$ cat config.mk
export PLATFORM = sky130hd
export DESIGN_NAME = ssr_receive
export DESIGN_NICKNAME = d
export VERILOG_FILES = /design/src/rtl/ssr_pkg.sv /design/src/rtl/ssr_receive.sv
export SDC_FILE = /design/constraint.sdc
export NUM_CORES = 1
export LEC_CHECK = 0
export ABC_AREA = 1
export BUFFER_PORTS_ARGS = -buffer_cell sky130_fd_sc_hd__buf_2
export CORE_UTILIZATION = 55
export DETAILED_ROUTE_END_ITERATION = 12
export PLACE_DENSITY_LB_ADDON = 0.25
export REMOVE_ABC_BUFFERS = 1
export SYNTH_ARGS = -nofsm -noshare
export SYNTH_HDL_FRONTEND = slang
export SYNTH_SLANG_ARGS = --single-unit
$ cat constraint.sdc
create_clock -name ref_clk -period 2.6 [get_ports ref_clk]
set_input_delay 0.39 -clock ref_clk [delete_from_list [all_inputs] [get_ports ref_clk]]
set_output_delay 0.39 -clock ref_clk [all_outputs]
set_load 0.02 [all_outputs]
$ cat src/rtl/ssr_pkg.sv
// Purpose: Shared constants and types for the serial receive block
// Assumes: 100 MHz ref_clk, 8-bit register port, 16-bit address
// Notes: Link pins are three inputs and three outputs with their enables, carried in packed structs
package ssr_pkg;
  localparam int unsigned CLK_PERIOD_NS = 10;
  localparam int unsigned SCK_HALF_NS = 80;
  localparam int unsigned ARB_NS = 40;
  localparam logic [3:0] SCK_HALF_CYC =
    4'((SCK_HALF_NS + CLK_PERIOD_NS - 1) / CLK_PERIOD_NS);
  localparam logic [3:0] ARB_CYC =
    4'((ARB_NS + CLK_PERIOD_NS - 1) / CLK_PERIOD_NS);
  localparam logic [15:0] ADDR_STANDBY = 16'h0008;
  localparam logic [15:0] ADDR_FUNC_SEL = 16'h018c;
  localparam logic [15:0] ADDR_RANGE_LO = 16'h0193;
  localparam logic [15:0] ADDR_RANGE_HI = 16'h019d;
  localparam logic [15:0] ADDR_CTRL_HIGH = 16'h0193;
  localparam logic [15:0] ADDR_MODE = 16'h0194;
  localparam logic [15:0] ADDR_ENABLE = 16'h0195;
  localparam logic [15:0] ADDR_STATUS = 16'h0196;
  localparam logic [15:0] ADDR_MODE_TWO = 16'h0197;
  localparam logic [15:0] ADDR_RX_LO = 16'h0199;
  localparam logic [15:0] ADDR_RX_HI = 16'h019a;
  localparam logic [15:0] ADDR_BIT_COUNT = 16'h019b;
  localparam int BIT_STANDBY = 3;
  localparam int BIT_TWO_WIRE = 0;
  localparam int BIT_MASTER = 6;
  localparam int BIT_STOP_ONE = 5;
  localparam int BIT_ORDER = 7;
  localparam int BIT_PHASE = 0;
  localparam int BIT_FOUR_WIRE = 7;
  localparam int BIT_CS_CFG_HI = 5;
  localparam int BIT_TX_EN = 7;
  localparam int BIT_RX_EN = 6;
  localparam int BIT_RX_IE = 3;
  localparam int BIT_OVERRUN = 6;
  localparam int BIT_RX_FULL = 1;
  localparam int BIT_CONFLICT = 0;
  localparam int PIN_SCK = 2;
  localparam int PIN_SDI = 1;
  localparam int PIN_SCS = 0;
  localparam logic [4:0] LEN_MIN = 5'h08;
  localparam logic [4:0] LEN_MAX = 5'h10;
  typedef struct packed {
    logic [15:0] addr;
    logic [7:0] wr_data;
    logic wr_stb;
    logic rd_stb;
  } ssr_bus_req_t;
  typedef struct packed {
    logic sck;
    logic sdi;
    logic scs_n;
  } ssr_link_in_t;
  typedef struct packed {
    logic sck;
    logic sck_oe_n;
    logic sdo;
    logic sdo_oe_n;
    logic scs_n;
    logic scs_n_oe_n;
  } ssr_link_out_t;
  localparam ssr_link_out_t LINK_IDLE = '{1'b1, 1'b1, 1'b1, 1'b1, 1'b1, 1'b1};
  typedef enum logic [1:0] {ST_IDLE, ST_ARB, ST_XFER} ssr_state_t;
endpackage

$ cat src/rtl/ssr_receive.sv
// Purpose: Receive path and select arbitration of a four-wire serial unit
// Assumes: Link pins arrive asynchronously and pass two flops first
// Notes: Transmit path is not present; slave output echoes last word
`timescale 1ns/1ps
module ssr_receive (
  // Clock, reset, enable
  input wire logic ref_clk,
  input wire logic rst,
  input wire logic ce,
  // Register port
  input ssr_pkg::ssr_bus_req_t req,
  output logic [7:0] rd_data,
  // Serial link
  input ssr_pkg::ssr_link_in_t lin,
  output ssr_pkg::ssr_link_out_t lout,
  // Request lines
  output logic rx_full_irq,
  output logic overrun_irq
);
  import ssr_pkg::*;

  function automatic logic [15:0] len_mask(input logic [4:0] n);
    len_mask = 16'hffff >> (LEN_MAX - n);
  endfunction

  function automatic logic [15:0] bit_rev(input logic [15:0] v);
    logic [15:0] r;
    r = 16'h0000;
    for (int i = 0; i < 16; i++) begin
      r[i] = v[15 - i];
    end
    bit_rev = r;
  endfunction

  function automatic logic reg_hit(input ssr_bus_req_t r,
                                   input logic [15:0] a);
    reg_hit = (r.addr == a);
  endfunction

  function automatic logic [4:0] clamp_len(input logic [7:0] v);
    if (v < {3'h0, LEN_MIN}) begin
      clamp_len = LEN_MIN;
    end else if (v > {3'h0, LEN_MAX}) begin
      clamp_len = LEN_MAX;
    end else begin
      clamp_len = v[4:0];
    end
  endfunction

  // Register state
  logic standby, two_wire_sel, master_select, stop_one;
  logic bit_order, phase, four_wire, cs_cfg_hi;
  logic tx_en, rx_en, rx_ie, rx_full, overrun, conflict, arb_ok;
  logic [15:0] rx_data, rx_sh, tx_sh;
  logic [4:0] len, bit_cnt;
  logic [5:0] edge_cnt;
  logic [3:0] half_cnt, arb_cnt;
  logic sck_q, sck_prev;
  logic [2:0] sync1, sync2;
  logic [7:0] rd_mux;
  ssr_state_t state, next_state;
  ssr_link_out_t next_lout;

  // Pin synchronisers; first stage feeds only the second
  wire [2:0] pin_raw = {lin.sck, lin.sdi, lin.scs_n};
  genvar g;
  for (g = 0; g < 3; g++) begin : g_sync
    always_ff @(posedge ref_clk) begin
      if (rst) begin
        sync1[g] <= 1'b1;
        sync2[g] <= 1'b1;
      end else if (ce) begin
        sync1[g] <= pin_raw[g];
        sync2[g] <= sync1[g];
      end
    end
  end

  // Access decode
  wire active = !two_wire_sel;
  wire in_range = req.addr >= ADDR_RANGE_LO && req.addr <= ADDR_RANGE_HI;
  wire acc_ok = !(standby && in_range);
  wire wr_en = ce && req.wr_stb && acc_ok;
  wire wr_standby = wr_en && reg_hit(req, ADDR_STANDBY);
  wire wr_func = wr_en && reg_hit(req, ADDR_FUNC_SEL);
  wire wr_ctrl = wr_en && reg_hit(req, ADDR_CTRL_HIGH);
  wire wr_mode = wr_en && reg_hit(req, ADDR_MODE);
  wire wr_enable = wr_en && reg_hit(req, ADDR_ENABLE);
  wire wr_status = wr_en && reg_hit(req, ADDR_STATUS);
  wire wr_mode_two = wr_en && reg_hit(req, ADDR_MODE_TWO);
  wire wr_bitcnt = wr_en && reg_hit(req, ADDR_BIT_COUNT);
  wire rd_rx_lo = ce && req.rd_stb && acc_ok && reg_hit(req, ADDR_RX_LO);

  // Arbitration window
  wire need_arb = four_wire && cs_cfg_hi;
  wire set_master = wr_ctrl && req.wr_data[BIT_MASTER];
  wire arb_go = set_master && !master_select && need_arb && active;
  wire arb_lost = ce && state == ST_ARB && !sync2[PIN_SCS];
  wire arb_end = ce && state == ST_ARB && arb_cnt == ARB_CYC - 4'h1;

  // Master clock engine
  wire [5:0] last_edge = {len, 1'b0} - 6'h01;
  // Gated by active so a late function switch cannot sample one more bit
  wire m_tick = ce && active && state == ST_XFER
    && half_cnt == SCK_HALF_CYC - 4'h1;
  wire m_last = m_tick && edge_cnt == last_edge;
  wire m_sample = m_tick && (edge_cnt[0] != phase);
  wire keep_going = rx_en && !stop_one && !conflict;

  // Slave edge detect on the synchronised clock
  wire s_rise = sync2[PIN_SCK] && !sck_prev;
  wire s_fall = !sync2[PIN_SCK] && sck_prev;
  wire s_sample = phase ? s_fall : s_rise;
  wire s_launch = phase ? s_rise : s_fall;
  wire slave_sel = !master_select && active && !sync2[PIN_SCS];

  // Shared sampling path
  wire sample_evt = master_select ? m_sample
    : ce && slave_sel && rx_en && !overrun && s_sample;
  wire done = sample_evt && bit_cnt == len - 5'h01;
  wire ovr_evt = done && rx_full;
  wire store = done && !rx_full;
  wire lsb_first = bit_order && !four_wire;
  wire [15:0] word_msb = {rx_sh[14:0], sync2[PIN_SDI]} & len_mask(len);
  wire [15:0] word = lsb_first ? bit_rev(word_msb) >> (LEN_MAX - len)
                               : word_msb;

  // Frame start; dummy read or further read while enabled
  wire start_frame = ce && state == ST_IDLE && rd_rx_lo && master_select
    && arb_ok && rx_en && !overrun && !conflict && active
    && !arb_go;

  always_comb begin
    next_state = state;
    case (state)
      ST_IDLE: begin
        if (arb_go) begin
          next_state = ST_ARB;
        end else if (start_frame) begin
          next_state = ST_XFER;
        end
      end
      ST_ARB: begin
        if (arb_lost || arb_end || !master_select) begin
          next_state = ST_IDLE;
        end
      end
      ST_XFER: begin
        if (ovr_evt || !master_select || !active) begin
          next_state = ST_IDLE;
        end else if (m_last && !keep_going) begin
          next_state = ST_IDLE;
        end
      end
      default: next_state = ST_IDLE;
    endcase
  end

  always_ff @(posedge ref_clk) begin
    if (rst) begin
      state <= ST_IDLE;
    end else if (ce) begin
      state <= next_state;
    end
  end

  // Timing counters
  always_ff @(posedge ref_clk) begin
    if (rst) begin
      half_cnt <= 4'h0;
      edge_cnt <= 6'h00;
      arb_cnt <= 4'h0;
      sck_q <= 1'b1;
      sck_prev <= 1'b1;
    end else if (ce) begin
      half_cnt <= (state != ST_XFER || m_tick) ? 4'h0 : half_cnt + 4'h1;
      edge_cnt <= (state != ST_XFER || m_last) ? 6'h00
                : m_tick ? edge_cnt + 6'h01 : edge_cnt;
      arb_cnt <= (state == ST_ARB) ? arb_cnt + 4'h1 : 4'h0;
      sck_q <= (next_state != ST_XFER) ? 1'b1 : m_tick ? ~sck_q : sck_q;
      sck_prev <= sync2[PIN_SCK];
    end
  end

  // Shift registers and bit counter
  wire cnt_clear = start_frame || m_last
    || (!master_select && sync2[PIN_SCS]);
  always_ff @(posedge ref_clk) begin
    if (rst) begin
      bit_cnt <= 5'h00;
      rx_sh <= 16'h0000;
      tx_sh <= 16'h0000;
    end else if (ce) begin
      bit_cnt <= (cnt_clear || done) ? 5'h00
               : sample_evt ? bit_cnt + 5'h01 : bit_cnt;
      rx_sh <= sample_evt ? {rx_sh[14:0], sync2[PIN_SDI]} : rx_sh;
      if (sync2[PIN_SCS]) begin
        tx_sh <= rx_data << (LEN_MAX - len);
      end else if (slave_sel && s_launch) begin
        tx_sh <= {tx_sh[14:0], 1'b0};
      end
    end
  end

  // Flags; hardware set wins over clear, receive enable leaves them alone
  always_ff @(posedge ref_clk) begin
    if (rst) begin
      rx_full <= 1'b0;
      overrun <= 1'b0;
      conflict <= 1'b0;
      rx_data <= 16'h0000;
    end else if (ce) begin
      if (store) begin
        rx_full <= 1'b1;
        rx_data <= word;
      end else if (rd_rx_lo) begin
        rx_full <= 1'b0;
      end
      if (ovr_evt) begin
        overrun <= 1'b1;
      end else if (wr_status && !req.wr_data[BIT_OVERRUN]) begin
        overrun <= 1'b0;
      end
      if (arb_lost) begin
        conflict <= 1'b1;
      end else if (wr_status && !req.wr_data[BIT_CONFLICT]) begin
        conflict <= 1'b0;
      end
    end
  end

  // Control registers
  always_ff @(posedge ref_clk) begin
    if (rst) begin
      standby <= 1'b0;
      two_wire_sel <= 1'b0;
      master_select <= 1'b0;
      stop_one <= 1'b0;
      arb_ok <= 1'b0;
    end else if (ce) begin
      if (wr_standby) standby <= req.wr_data[BIT_STANDBY];
      if (wr_func) two_wire_sel <= req.wr_data[BIT_TWO_WIRE];
      if (wr_ctrl) stop_one <= req.wr_data[BIT_STOP_ONE];
      if (arb_lost) begin
        master_select <= 1'b0;
      end else if (wr_ctrl) begin
        master_select <= req.wr_data[BIT_MASTER];
      end
      if (arb_lost || (wr_ctrl && !req.wr_data[BIT_MASTER])) begin
        arb_ok <= 1'b0;
      end else if (arb_end || (set_master && !need_arb)) begin
        arb_ok <= 1'b1;
      end
    end
  end

  always_ff @(posedge ref_clk) begin
    if (rst) begin
      bit_order <= 1'b0;
      phase <= 1'b0;
      four_wire <= 1'b0;
      cs_cfg_hi <= 1'b0;
      tx_en <= 1'b0;
      rx_en <= 1'b0;
      rx_ie <= 1'b0;
      len <= LEN_MIN;
    end else if (ce) begin
      if (wr_mode) begin
        bit_order <= req.wr_data[BIT_ORDER];
        phase <= req.wr_data[BIT_PHASE];
      end
      if (wr_mode_two) begin
        four_wire <= req.wr_data[BIT_FOUR_WIRE];
        cs_cfg_hi <= req.wr_data[BIT_CS_CFG_HI];
      end
      if (wr_enable) begin
        tx_en <= req.wr_data[BIT_TX_EN];
        rx_en <= req.wr_data[BIT_RX_EN];
        rx_ie <= req.wr_data[BIT_RX_IE];
      end
      if (wr_bitcnt) len <= clamp_len(req.wr_data);
    end
  end

  // Read mux; blocked range reads as zero
  always_comb begin
    rd_mux = 8'h00;
    case (req.addr)
      ADDR_STANDBY: rd_mux[BIT_STANDBY] = standby;
      ADDR_FUNC_SEL: rd_mux[BIT_TWO_WIRE] = two_wire_sel;
      ADDR_CTRL_HIGH: begin
        rd_mux[BIT_MASTER] = master_select;
        rd_mux[BIT_STOP_ONE] = stop_one;
      end
      ADDR_MODE: begin
        rd_mux[BIT_ORDER] = bit_order;
        rd_mux[BIT_PHASE] = phase;
      end
      ADDR_MODE_TWO: begin
        rd_mux[BIT_FOUR_WIRE] = four_wire;
        rd_mux[BIT_CS_CFG_HI] = cs_cfg_hi;
      end
      ADDR_ENABLE: begin
        rd_mux[BIT_TX_EN] = tx_en;
        rd_mux[BIT_RX_EN] = rx_en;
        rd_mux[BIT_RX_IE] = rx_ie;
      end
      ADDR_STATUS: begin
        rd_mux[BIT_OVERRUN] = overrun;
        rd_mux[BIT_RX_FULL] = rx_full;
        rd_mux[BIT_CONFLICT] = conflict;
      end
      ADDR_RX_LO: rd_mux = rx_data[7:0];
      ADDR_RX_HI: rd_mux = rx_data[15:8];
      ADDR_BIT_COUNT: rd_mux = {3'h0, len};
      default: rd_mux = 8'h00;
    endcase
    if (!acc_ok) begin
      rd_mux = 8'h00;
    end
  end

  // Pin drive; enables low while driving
  always_comb begin
    next_lout.sck = sck_q;
    next_lout.sck_oe_n = !(master_select && active);
    next_lout.sdo = tx_sh[15];
    next_lout.sdo_oe_n = !slave_sel;
    next_lout.scs_n = !(state == ST_XFER);
    next_lout.scs_n_oe_n = !(master_select && active && need_arb && arb_ok);
  end

  always_ff @(posedge ref_clk) begin
    if (rst) begin
      rd_data <= 8'h00;
      lout <= LINK_IDLE;
      rx_full_irq <= 1'b0;
      overrun_irq <= 1'b0;
    end else if (ce) begin
      rd_data <= req.rd_stb ? rd_mux : 8'h00;
      lout <= next_lout;
      rx_full_irq <= rx_full && rx_ie;
      overrun_irq <= overrun && rx_ie;
    end
  end

  // Checks
  rx_irq_a: assert property (@(posedge ref_clk) disable iff (rst)
    $rose(rx_full) && rx_ie && ce |=> rx_full_irq)
    else $error("receive request missing after full flag");
  read_clear_a: assert property (@(posedge ref_clk) disable iff (rst)
    rd_rx_lo && !done |=> !rx_full)
    else $error("full flag survived a data read");
  full_set_a: assert property (@(posedge ref_clk) disable iff (rst)
    store |=> rx_full && rx_data == $past(word))
    else $error("frame not stored");
  ovr_stop_a: assert property (@(posedge ref_clk) disable iff (rst)
    ovr_evt |=> overrun && state == ST_IDLE)
    else $error("overrun did not stop the unit");
  ovr_refuse_a: assert property (@(posedge ref_clk) disable iff (rst)
    overrun |-> !start_frame && !sample_evt)
    else $error("reception while overrun set");
  arb_lose_a: assert property (@(posedge ref_clk) disable iff (rst)
    arb_lost |=> conflict && !master_select && state == ST_IDLE)
    else $error("lost arbitration not handled");
  conflict_block_a: assert property (@(posedge ref_clk) disable iff (rst)
    conflict |-> !start_frame)
    else $error("transfer started during conflict");
  slave_quiet_a: assert property (@(posedge ref_clk) disable iff (rst)
    !master_select && sync2[PIN_SCS] && ce |=> lout.sdo_oe_n)
    else $error("slave drove data while deselected");
  stop_one_a: assert property (@(posedge ref_clk) disable iff (rst)
    m_last && stop_one |=> state == ST_IDLE [*2])
    else $error("clock ran past one word");
  standby_a: assert property (@(posedge ref_clk) disable iff (rst)
    req.rd_stb && ce && standby && in_range |=> rd_data == 8'h00)
    else $error("read served during standby");
  func_sel_a: assert property (@(posedge ref_clk) disable iff (rst)
    two_wire_sel |-> !start_frame && !sample_evt)
    else $error("unit active with two-wire function selected");
  master_clk_a: assert property (@(posedge ref_clk) disable iff (rst)
    state == ST_XFER && ce |=> !lout.sck_oe_n)
    else $error("master not driving clock in frame");
  start_a: assert property (@(posedge ref_clk) disable iff (rst)
    start_frame |=> state == ST_XFER && edge_cnt == 6'h00)
    else $error("dummy read did not start a frame");
  phase_mid_a: assert property (@(posedge ref_clk) disable iff (rst)
    done && master_select && phase |-> edge_cnt != last_edge)
    else $error("phase one flags not set mid frame");
  len_range_a: assert property (@(posedge ref_clk) disable iff (rst)
    len >= LEN_MIN && len <= LEN_MAX)
    else $error("frame length out of range");
endmodule

# After elaboration in Yosys (flattened, before gate mapping)

Index checks and enable logic that the tools add are counted.

Reductions and logical operators: 122
Bitwise operators: 2
Magnitude comparators: 4
Eq/ne operators: 19
Shifts and indexed selects: 3
Add/sub/neg operators: 7
Mux-type cells: 42

Operator list:

| kind                                                                                 | count |
|---|---|
| 16-bit by 9-bit equality test with 1-bit output, second input constant               | 9 |
| 1-bit logical AND                                                                    | 63 |
| 16-bit two-way mux                                                                   | 3 |
| 2-bit AND reduction                                                                  | 18 |
| 1-bit logical NOT                                                                    | 20 |
| 5-bit two-way mux                                                                    | 4 |
| 2-bit nonzero test                                                                   | 9 |
| 16-bit AND                                                                           | 1 |
| 16-bit by 4-bit equality test with 1-bit output, second input constant               | 1 |
| 16-bit by 9-bit greater-or-equal comparator with 1-bit output, second input constant | 1 |
| 16-bit by 9-bit <= comparator with 1-bit output, second input constant               | 1 |
| 8-bit two-way mux                                                                    | 2 |
| 16-bit by 5-bit << shifter with 16-bit output                                        | 1 |
| 16-bit by 5-bit >> shifter with 16-bit output                                        | 1 |
| 16-bit by 5-bit >> shifter with 16-bit output, first input constant                  | 1 |
| 1-bit two-way mux                                                                    | 15 |
| 1-bit one-hot mux with 5 select lines                                                | 3 |
| 6-bit two-way mux                                                                    | 2 |
| 1-bit logical OR                                                                     | 11 |
| 2-bit two-way mux                                                                    | 5 |
| 4-bit by 1-bit adder with 4-bit output, second input constant                        | 2 |
| 8-bit by 5-bit > comparator with 1-bit output, second input constant                 | 1 |
| 8-bit by 4-bit < comparator with 1-bit output, second input constant                 | 1 |
| 4-bit two-way mux                                                                    | 2 |
| other kinds (19)                                                                     | 22 |

Register bits after elaboration: 112
Input port bits: 32
Output and inout port bits: 16

# Longest topological paths before layout

Gate-level depths: netlist of run 1.

Depth after elaboration: 20
Gate-level depth with buffers: 19
Mapped depth without buffers: 17

# Worst setup path after synthesis of run 1

No wires, ideal clock.

Kind: register to register
From: register len[0]
To: register rx_data[11]
Setup time: 0.121 ns
Required time: 2.479 ns
Stages on the path, launching flop included: 18
Slack: 0.034 ns
Buffers on the path: 3
Period minus slack after synthesis: 2.566 ns
Arrival: 2.445 ns
Cells stage by stage: dfxtp_1 > inv_2 > buf_2 > buf_2 > ha_1 > inv_1 > ha_1 > xnor2_1 > nand2_1 > nor2_1 > nand2_1 > nor2_2 > nand2_4 > nor2_4 > buf_6 > inv_2 > a31oi_1 > a21oi_1

Cells in the longest elaborated chain, start to end: 5
Elaborated cells on any way between the ends: 10
Those cells by class: add/sub (2); eq/ne (1); shift (2); mux (1); bitwise (1); reduce/logical (3)

RTL lines:

| item                                                                                        | line                                                      | source |
|---|---|---|
| start: declaration                                                                          | ssr_receive.sv:55                                         | `logic [4:0] len, bit_cnt;` |
| start signal: assignment                                                                    | ssr_receive.sv:281                                        | `if (wr_bitcnt) len <= clamp_len(req.wr_data);` |
| 5-bit subtractor / 5-bit by 1-bit subtractor with 5-bit output (equally long branches)      | ssr_receive.sv:23, ssr_receive.sv:125, ssr_receive.sv:120 |  |
| 16-bit by 5-bit >> shifter with 16-bit output / 5-bit equality test (equally long branches) | ssr_receive.sv:23, ssr_receive.sv:120                     |  |
| 16-bit AND / 1-bit logical AND (equally long branches)                                      | ssr_receive.sv:124, ssr_receive.sv:120                    |  |
| 16-bit by 5-bit >> shifter with 16-bit output / 1-bit logical AND (equally long branches)   | ssr_receive.sv:125, ssr_receive.sv:122                    |  |
| 16-bit two-way mux / 2-bit AND reduction (equally long branches)                            | -                                                         |  |
| end signal: assignment                                                                      | ssr_receive.sv:215                                        | `rx_data <= word;` |
| end: declaration                                                                            | ssr_receive.sv:54                                         | `logic [15:0] rx_data, rx_sh, tx_sh;` |

Several ways; a longest one is shown, not always the timed one.
A chain may end at the register's enable or synchronous reset.

# Final worst setup path of run 1

From: register len[0]
To: register rx_data[7]

Same word-level chain as after synthesis.

==> key figures, run 1 <==
Status
  • Status: finished clean

Die
  • Die Footprint: 13,100 um^2
  • Die height: 114 um
  • Die width: 114 um
  • IO Pins: 48
  • Core area: 12,200 um^2
  • Row count: 40
  • Initial core utilization: 57.2%

STA
  • Final Max Tran Viols: 0
  • Fin crit share: 94.5%
  • RSZ-0062 raised after global routing: no
  • Clock Skews: 0.0102 ns
  • Fmax: 407 MHz
  • WHS: 0.228 ns
  • Final min period: 2.46 ns
  • Tightest Pin Transition: 0.683 ns
  • Slew Limit Headroom: 54.1%
  • Final hold violation count: 0
  • Final setup viols: 0

Logic synthesis
  • Post-synth top area share: 32.3%
  • Avg Synthesized Cell Area: 6.33 um^2
  • Largest cells by area after synthesis: dfxtp_1, nand2_1, nand3_1
  • Mapped Cells: 1,098
  • Post-synth EDFFs: 0
  • Main synth FF type: dfxtp_1
  • Netlist cell types: 43
  • Ys Warns: 0
  • Synthesized cell area: 6950 um^2
  • Seq/Total Area, Yosys: 32.3%
  • Synth area leader: dfxtp_1
  • Seq cells post-synth: 112
  • Post-synth ARST share: 0%

Detailed routing
  • # DRC: 0
  • Via density: 5.78
  • Wire per inst: 15.9 um
  • Drt initial violations: 891
  • Antenna-violating nets left: 0
  • Vias: 7,567
  • DR pass1 iterations: 10
  • Total Wirelength: 20.8 mm

Final layout
  • Fin nets: 1,176
  • Area delta synth->final: 11.0%
  • Finished Cell Area: 7710 um^2
  • Antenna Cells: 0
  • Share of layout cells above drive strength 1: 11.5%

GRT
  • Gr ovfl total: 0
  • Vias in the first global route: 6,692
  • Global-route wire length before repair: 33.7 mm
  • Gr usage total: 33.1%
  • Largest net degree at the start of global routing: 73
  • Initial antenna violation count: 0

Placed design
  • HPWL after detailed placement: 15.0 mm
  • GP Congestion: 0.993
  • Port Buffers: 47
  • DP Area: 7350 um^2

Worst setup path
  • Crit start category: register
  • Crit path capture: rx_data[7]
  • Crit path arrival time: 2.76 ns
  • Worst Path Required: 2.90 ns
  • Crit-path max FO: 31
  • R2R setup slack: 0.14 ns
  • CP startpoint: len[0]
  • Reg2reg end: rx_data[7]
  • Worst reg2reg path depth: 14
  • Element type at the critical path end: register
  • Crit Path Class: reg -> reg
  • RR Startpoint: len[0]

CTS
  • Clk slew on worst S/H paths: 0.08 ns
  • # hold bufs at CTS: 0
  • Clock root buffer: clkbuf_16
  • Number of CTS-inserted buffers: 9
  • Sink Count: 112
  • Worst-Skew Late Latency: 0.37 ns
  • H-tree depth: 3
  • Clock buffer depth: 2
  • CTS tree: yes

Hold path
  • Worst Hold Path Cells: 3
  • Tightest Hold Check Type: in -> reg

Power
  • Peak supply drop: 0.267 mV
  • Cell leakage power: 3.24 nW
  • PwrDens: 457 nW/um^2

Flow run
  • Max-cap violations: 0
==> cell type report <==
cell class | count | area, um^2
Clock buffer | 9 | 225
Clock inverter | 7 | 98.8
Fill cell | 1206 | 4450
Inverter | 119 | 449
Multi-Input combinational cell | 818 | 4020
Sequential cell | 112 | 2240
Tap cell | 168 | 210
Timing Repair Buffer | 76 | 469
==> cells in the final DEF (no fill, tap or decap), types with 4 or more instances in the layout <==
cell / n
dfxtp_1: 112
a31oi_1: 10
o22ai_1: 10
nand2_1: 229
nor3_1: 12
inv_2: 5
nor2_2: 9
clkbuf_16: 9
a211oi_1: 5
a21oi_1: 98
nand2_2: 9
ha_1: 7
inv_1: 109
o211ai_1: 6
o21ai_0: 95
o21ai_1: 5
buf_2: 47
clkinv_1: 4
o221ai_1: 5
nor2_1: 123
nand4_1: 31
buf_4: 27
xor2_1: 11
nand3_1: 121
==> worst min path at each step <==
stage / startpoint / end / slack (ns)
2_1_floorplan: sync1[0] / sync1[0] / 0.43
3_3_place_gp: lout[3] / lout[3] / 0.43
3_5_place_dp: lout[5] / lout[5] / 0.44
4_1_cts: lin[0] / sync1[0] / 0.22
5_1_grt: lin[0] / sync1[0] / 0.23
6_report: lin[2] / sync1[2] / 0.23
==> timing repair <==
| action | CTS | global route |
|---|---|---|
| resized for setup | 0 | 2 |
| buffers inserted | 0 | 4 |
| endpoints found under the setup margin | 0 | 16 |
==> power breakdown <==
part           internal (mW)  switching (mW)
Combinational         0.0788           0.162
Sequential              1.75          0.0182
Clock                  0.780           0.741
==> synth_stat cells, types with 2 or more instances <==
library cell / instances
nand2_1: 229
nor2_1: 123
nand3_1: 121
dfxtp_1: 112
inv_1: 109
a21oi_1: 98
o21ai_0: 95
nand4_1: 31
clkbuf_1: 23
buf_2: 15
nor3_1: 12
xor2_1: 11
a31oi_1: 10
o22ai_1: 10
nand2_2: 9
ha_1: 8
nor2_2: 8
o211ai_1: 6
a211oi_1: 5
buf_4: 5
inv_2: 5
o21ai_1: 5
o221ai_1: 5
buf_1: 4
clkinv_1: 4
buf_6: 3
mux2i_1: 3
nand2_4: 3
nand3_2: 3
nor2_4: 3
nor4_1: 3
or2_2: 3
a211o_1: 2
nor3b_1: 2
xnor2_1: 2
==> logic make-up after synthesis <==
logic type | after synthesis | synth area share, %
mux | 3 | 0.432
xor+xnor | 13 | 1.64
simple gates | 553 | 35.6
flops | 112 | 32.3
buf+inv | 169 | 10.0
fa+ha+maj | 8 | 1.44
compound gates | 240 | 18.6
==> per-layer routing <==
metal	global-route usage (%)	share of wire, %
met1	44.2	45
met2	53.1	44
met3	3.92	7.0
met4	16.3	4.0
met5	0	0
==> critical path, stage by stage (launching register included) <==
cell and delay [ns]:
dfxtp_1 0.32, inv_2 0.05, buf_4 0.34, nand3_1 0.14, nand2_2 0.29, nand2_1 0.25, nor2_1 0.31, nand2_1 0.09
nand2_1 0.11, nand2_1 0.06, nand2_1 0.09, nand2_1 0.07, nand3_1 0.08, nand2_1 0.07, a21oi_1 0.11
==> state kept, by name (all words and copies together) (netlist names), 2 cells and up <==
signal	count
arb_cnt	4
bit_cnt	5
edge_cnt	6
half_cnt	4
len	5
lout	6
rd_data	8
rx_data	16
rx_sh	15
state	2
sync1	3
sync2	3
tx_sh	16
==> per-stage QoR <==
stage / power [mW] / utilization [%] / setup WS [ns] / TNS [ns] / cells
5_1_grt: 3.63 / 63.4 / 0.000846 / 0 / 1309
3_3_place_gp: 2.04 / 60.4 / 0.197 / 0 / 1288
2_1_floorplan: 1.94 / - / -1.17 / -45.00 / 1048
4_1_cts: 3.53 / 63.1 / 0.142 / 0 / 1304
6_report: 3.53 / 63.4 / 0.143 / 0 / 1309
3_5_place_dp: 2.04 / 60.4 / 0.153 / 0 / 1288
(Power assumes the default switching activity.)
==> run 2: changes to the inputs <==
- PLACE_DENSITY: not set -> 0.75
- PLACE_DENSITY_LB_ADDON: 0.25 -> not set
==> run 2 against run 1 <==
Compared with the run above: die area unchanged; total power fell by 4.3%; utilization stayed put; routed wire length fell by 0.22%; fmax rose by 3.7%; largest cell class unchanged.
==> key figures, run 2 (synthesis gave the netlist of run 1 again) <==
STA
  • Slew Limit Headroom: 56.7%
  • Fmax: 422 MHz
  • Tightest Pin Transition: 0.644 ns
  • RSZ-0062 raised after global routing: no
  • Clock Skews: 0.00650 ns
  • Final worst slack: 0.230 ns
  • Final setup viols: 0
  • Fin crit share: 91.1%
  • Final min period: 2.37 ns
  • Final Max Tran Viols: 0
  • Final hold violation count: 0

Worst setup path
  • R2R setup slack: 0.23 ns
  • Crit start category: register
  • Worst Path Required: 2.86 ns
  • CP startpoint: len[1]
  • Crit path arrival time: 2.63 ns
  • Crit Path Class: reg -> reg
  • Element type at the critical path end: register
  • Worst reg2reg path depth: 14
  • Crit path capture: rx_data[8]
  • Reg2reg end: rx_data[8]
  • RR Startpoint: len[1]
  • Crit-path max FO: 7

Die
  • Row count: 40
  • Die Footprint: 13,100 um^2
  • Die height: 114 um
  • Die width: 114 um
  • Initial core utilization: 57.2%
  • Core area: 12,200 um^2
  • IO Pins: 48

CTS
  • Clock root buffer: clkbuf_16
  • Sink Count: 112
  • CTS tree: yes
  • Clock buffer depth: 2
  • Clk slew on worst S/H paths: 0.08 ns
  • Number of CTS-inserted buffers: 9
  • H-tree depth: 3
  • Worst-Skew Late Latency: 0.36 ns

Detailed routing
  • Vias: 7,601
  • Antenna-violating nets left: 0
  • Via density: 5.80
  • # DRC: 0
  • DR pass1 iterations: 6
  • Drt initial violations: 918
  • Wire per inst: 15.8 um
  • Total Wirelength: 20.7 mm

Power
  • Clk pwr share: 40.6%
  • Comb pwr share: 7.2%
  • P_int: 2.49 mW
  • PwrDens: 437 nW/um^2
  • Cell leakage power: 3.24 nW
  • Flop pwr share: 52.3%
  • Switching share of power: 26.1%
  • Peak supply drop: 0.287 mV
  • Net Sw Power: 0.881 mW

Final layout
  • Share of layout cells above drive strength 1: 11.7%
  • Most common cell after layout, fill and taps aside: nand2_1
  • Top Registers: rx_data x16, tx_sh x16, rx_sh x15
  • Fin nets: 1,178
  • Most frequent cells in the layout: nand2_1, nor2_1, nand3_1
  • Final Non-Filler Cells: 1,311
  • Finished Cell Area: 7710 um^2
  • Antenna Cells: 0
  • Area delta synth->final: 11.0%

GRT
  • Met3 usage: 4.61%
  • Gr ovfl total: 0
  • Vias in the first global route: 6,857
  • Initial antenna violation count: 0
  • Global routing usage on met2: 54.1%
  • Global-route wire length before repair: 33.8 mm
  • Gr usage total: 32.9%
  • GRT busiest layer: met2
  • Met1 Track Usage GR: 42.4%
  • Largest net degree at the start of global routing: 73

Status
  • Status: finished clean

Hold path
  • Tightest Hold Check Type: in -> reg

Placed design
  • HPWL after detailed placement: 15.0 mm
  • DP Area: 7390 um^2
  • Port Buffers: 47
  • Dpl ws: 0.131 ns
  • GP Congestion: 1.02
  • Post-Place Cells: 1,293

Flow run
  • Max-cap violations: 0
==> run 2: cell types whose count changed in the layout (fill, tap and decap cells not counted), moves of 2 or more <==
cell,previous run,this run
a31oi_1,10,8
buf_4,27,30
a31oi_2,0,2
nor2_2,9,7
clkinv_8,2,0
==> run 2: area by class of cell <==
type / count / area, um^2
Fill cell: 1194 / 4450
Multi-Input combinational cell: 817 / 4040
Sequential cell: 112 / 2240
Timing Repair Buffer: 79 / 492
Inverter: 119 / 449
Clock buffer: 10 / 229
Tap cell: 168 / 210
Clock inverter: 6 / 51.3
==> run 2: worst min-delay path by stage <==
stage / from / to / cells after the start
floorplan: sync1[0] / sync1[0] / 2
CTS: lin[2] / sync1[2] / 3
global placement: lout[3] / lout[3] / 2
finish: lin[2] / sync1[2] / 3
global route: lin[2] / sync1[2] / 3
detailed placement: lout[5] / lout[5] / 2
==> run 2: metal layers <==
layer  wire [um]  up-vias
li1            -     3751
met3        1620       62
met2        9310      337
met1        9040     3451
met5           0        -
met4         741        0
==> run 2: metrics by stage <==
stage	hold slack [ns]	util, %	setup TNS [ns]	power [mW]
global placement	0.433	60.7	0	2.04
detailed placement	0.438	60.7	0	2.04
floorplan	0.429	-	-45.00	1.94
CTS	0.231	63.0	0	3.38
finish	0.229	63.4	0	3.38
global route	0.230	63.4	0	3.48
==> run 2: repair_timing <==
action	in CTS	in global routing
resized for setup	0	6
setup endpoints to repair	0	17
setup buffers	0	2
hold buffers	0	0
==> run 2: worst max-delay path: stages, from the launching register on <==
cell and delay [ns]:
dfxtp_1 0.33, inv_1 0.10, ha_1 0.17, inv_1 0.06, ha_4 0.31, xnor2_1 0.12, nand2_1 0.06, nor2_1 0.13
nand2_1 0.11, nor2_4 0.14, nand2_4 0.07, nor2_4 0.22, inv_2 0.13, a21oi_1 0.21, a21oi_1 0.09
==> run 2: power groups by stage <==
stage | Clock (mW) | Combinational [mW] | Sequential [mW]
after floorplan | 0 | 0.129 | 1.81
after global placement | 0 | 0.237 | 1.80
after detailed placement | 0 | 0.238 | 1.80
after CTS | 1.38 | 0.240 | 1.76
after global routing | 1.44 | 0.270 | 1.77
final | 1.37 | 0.241 | 1.76
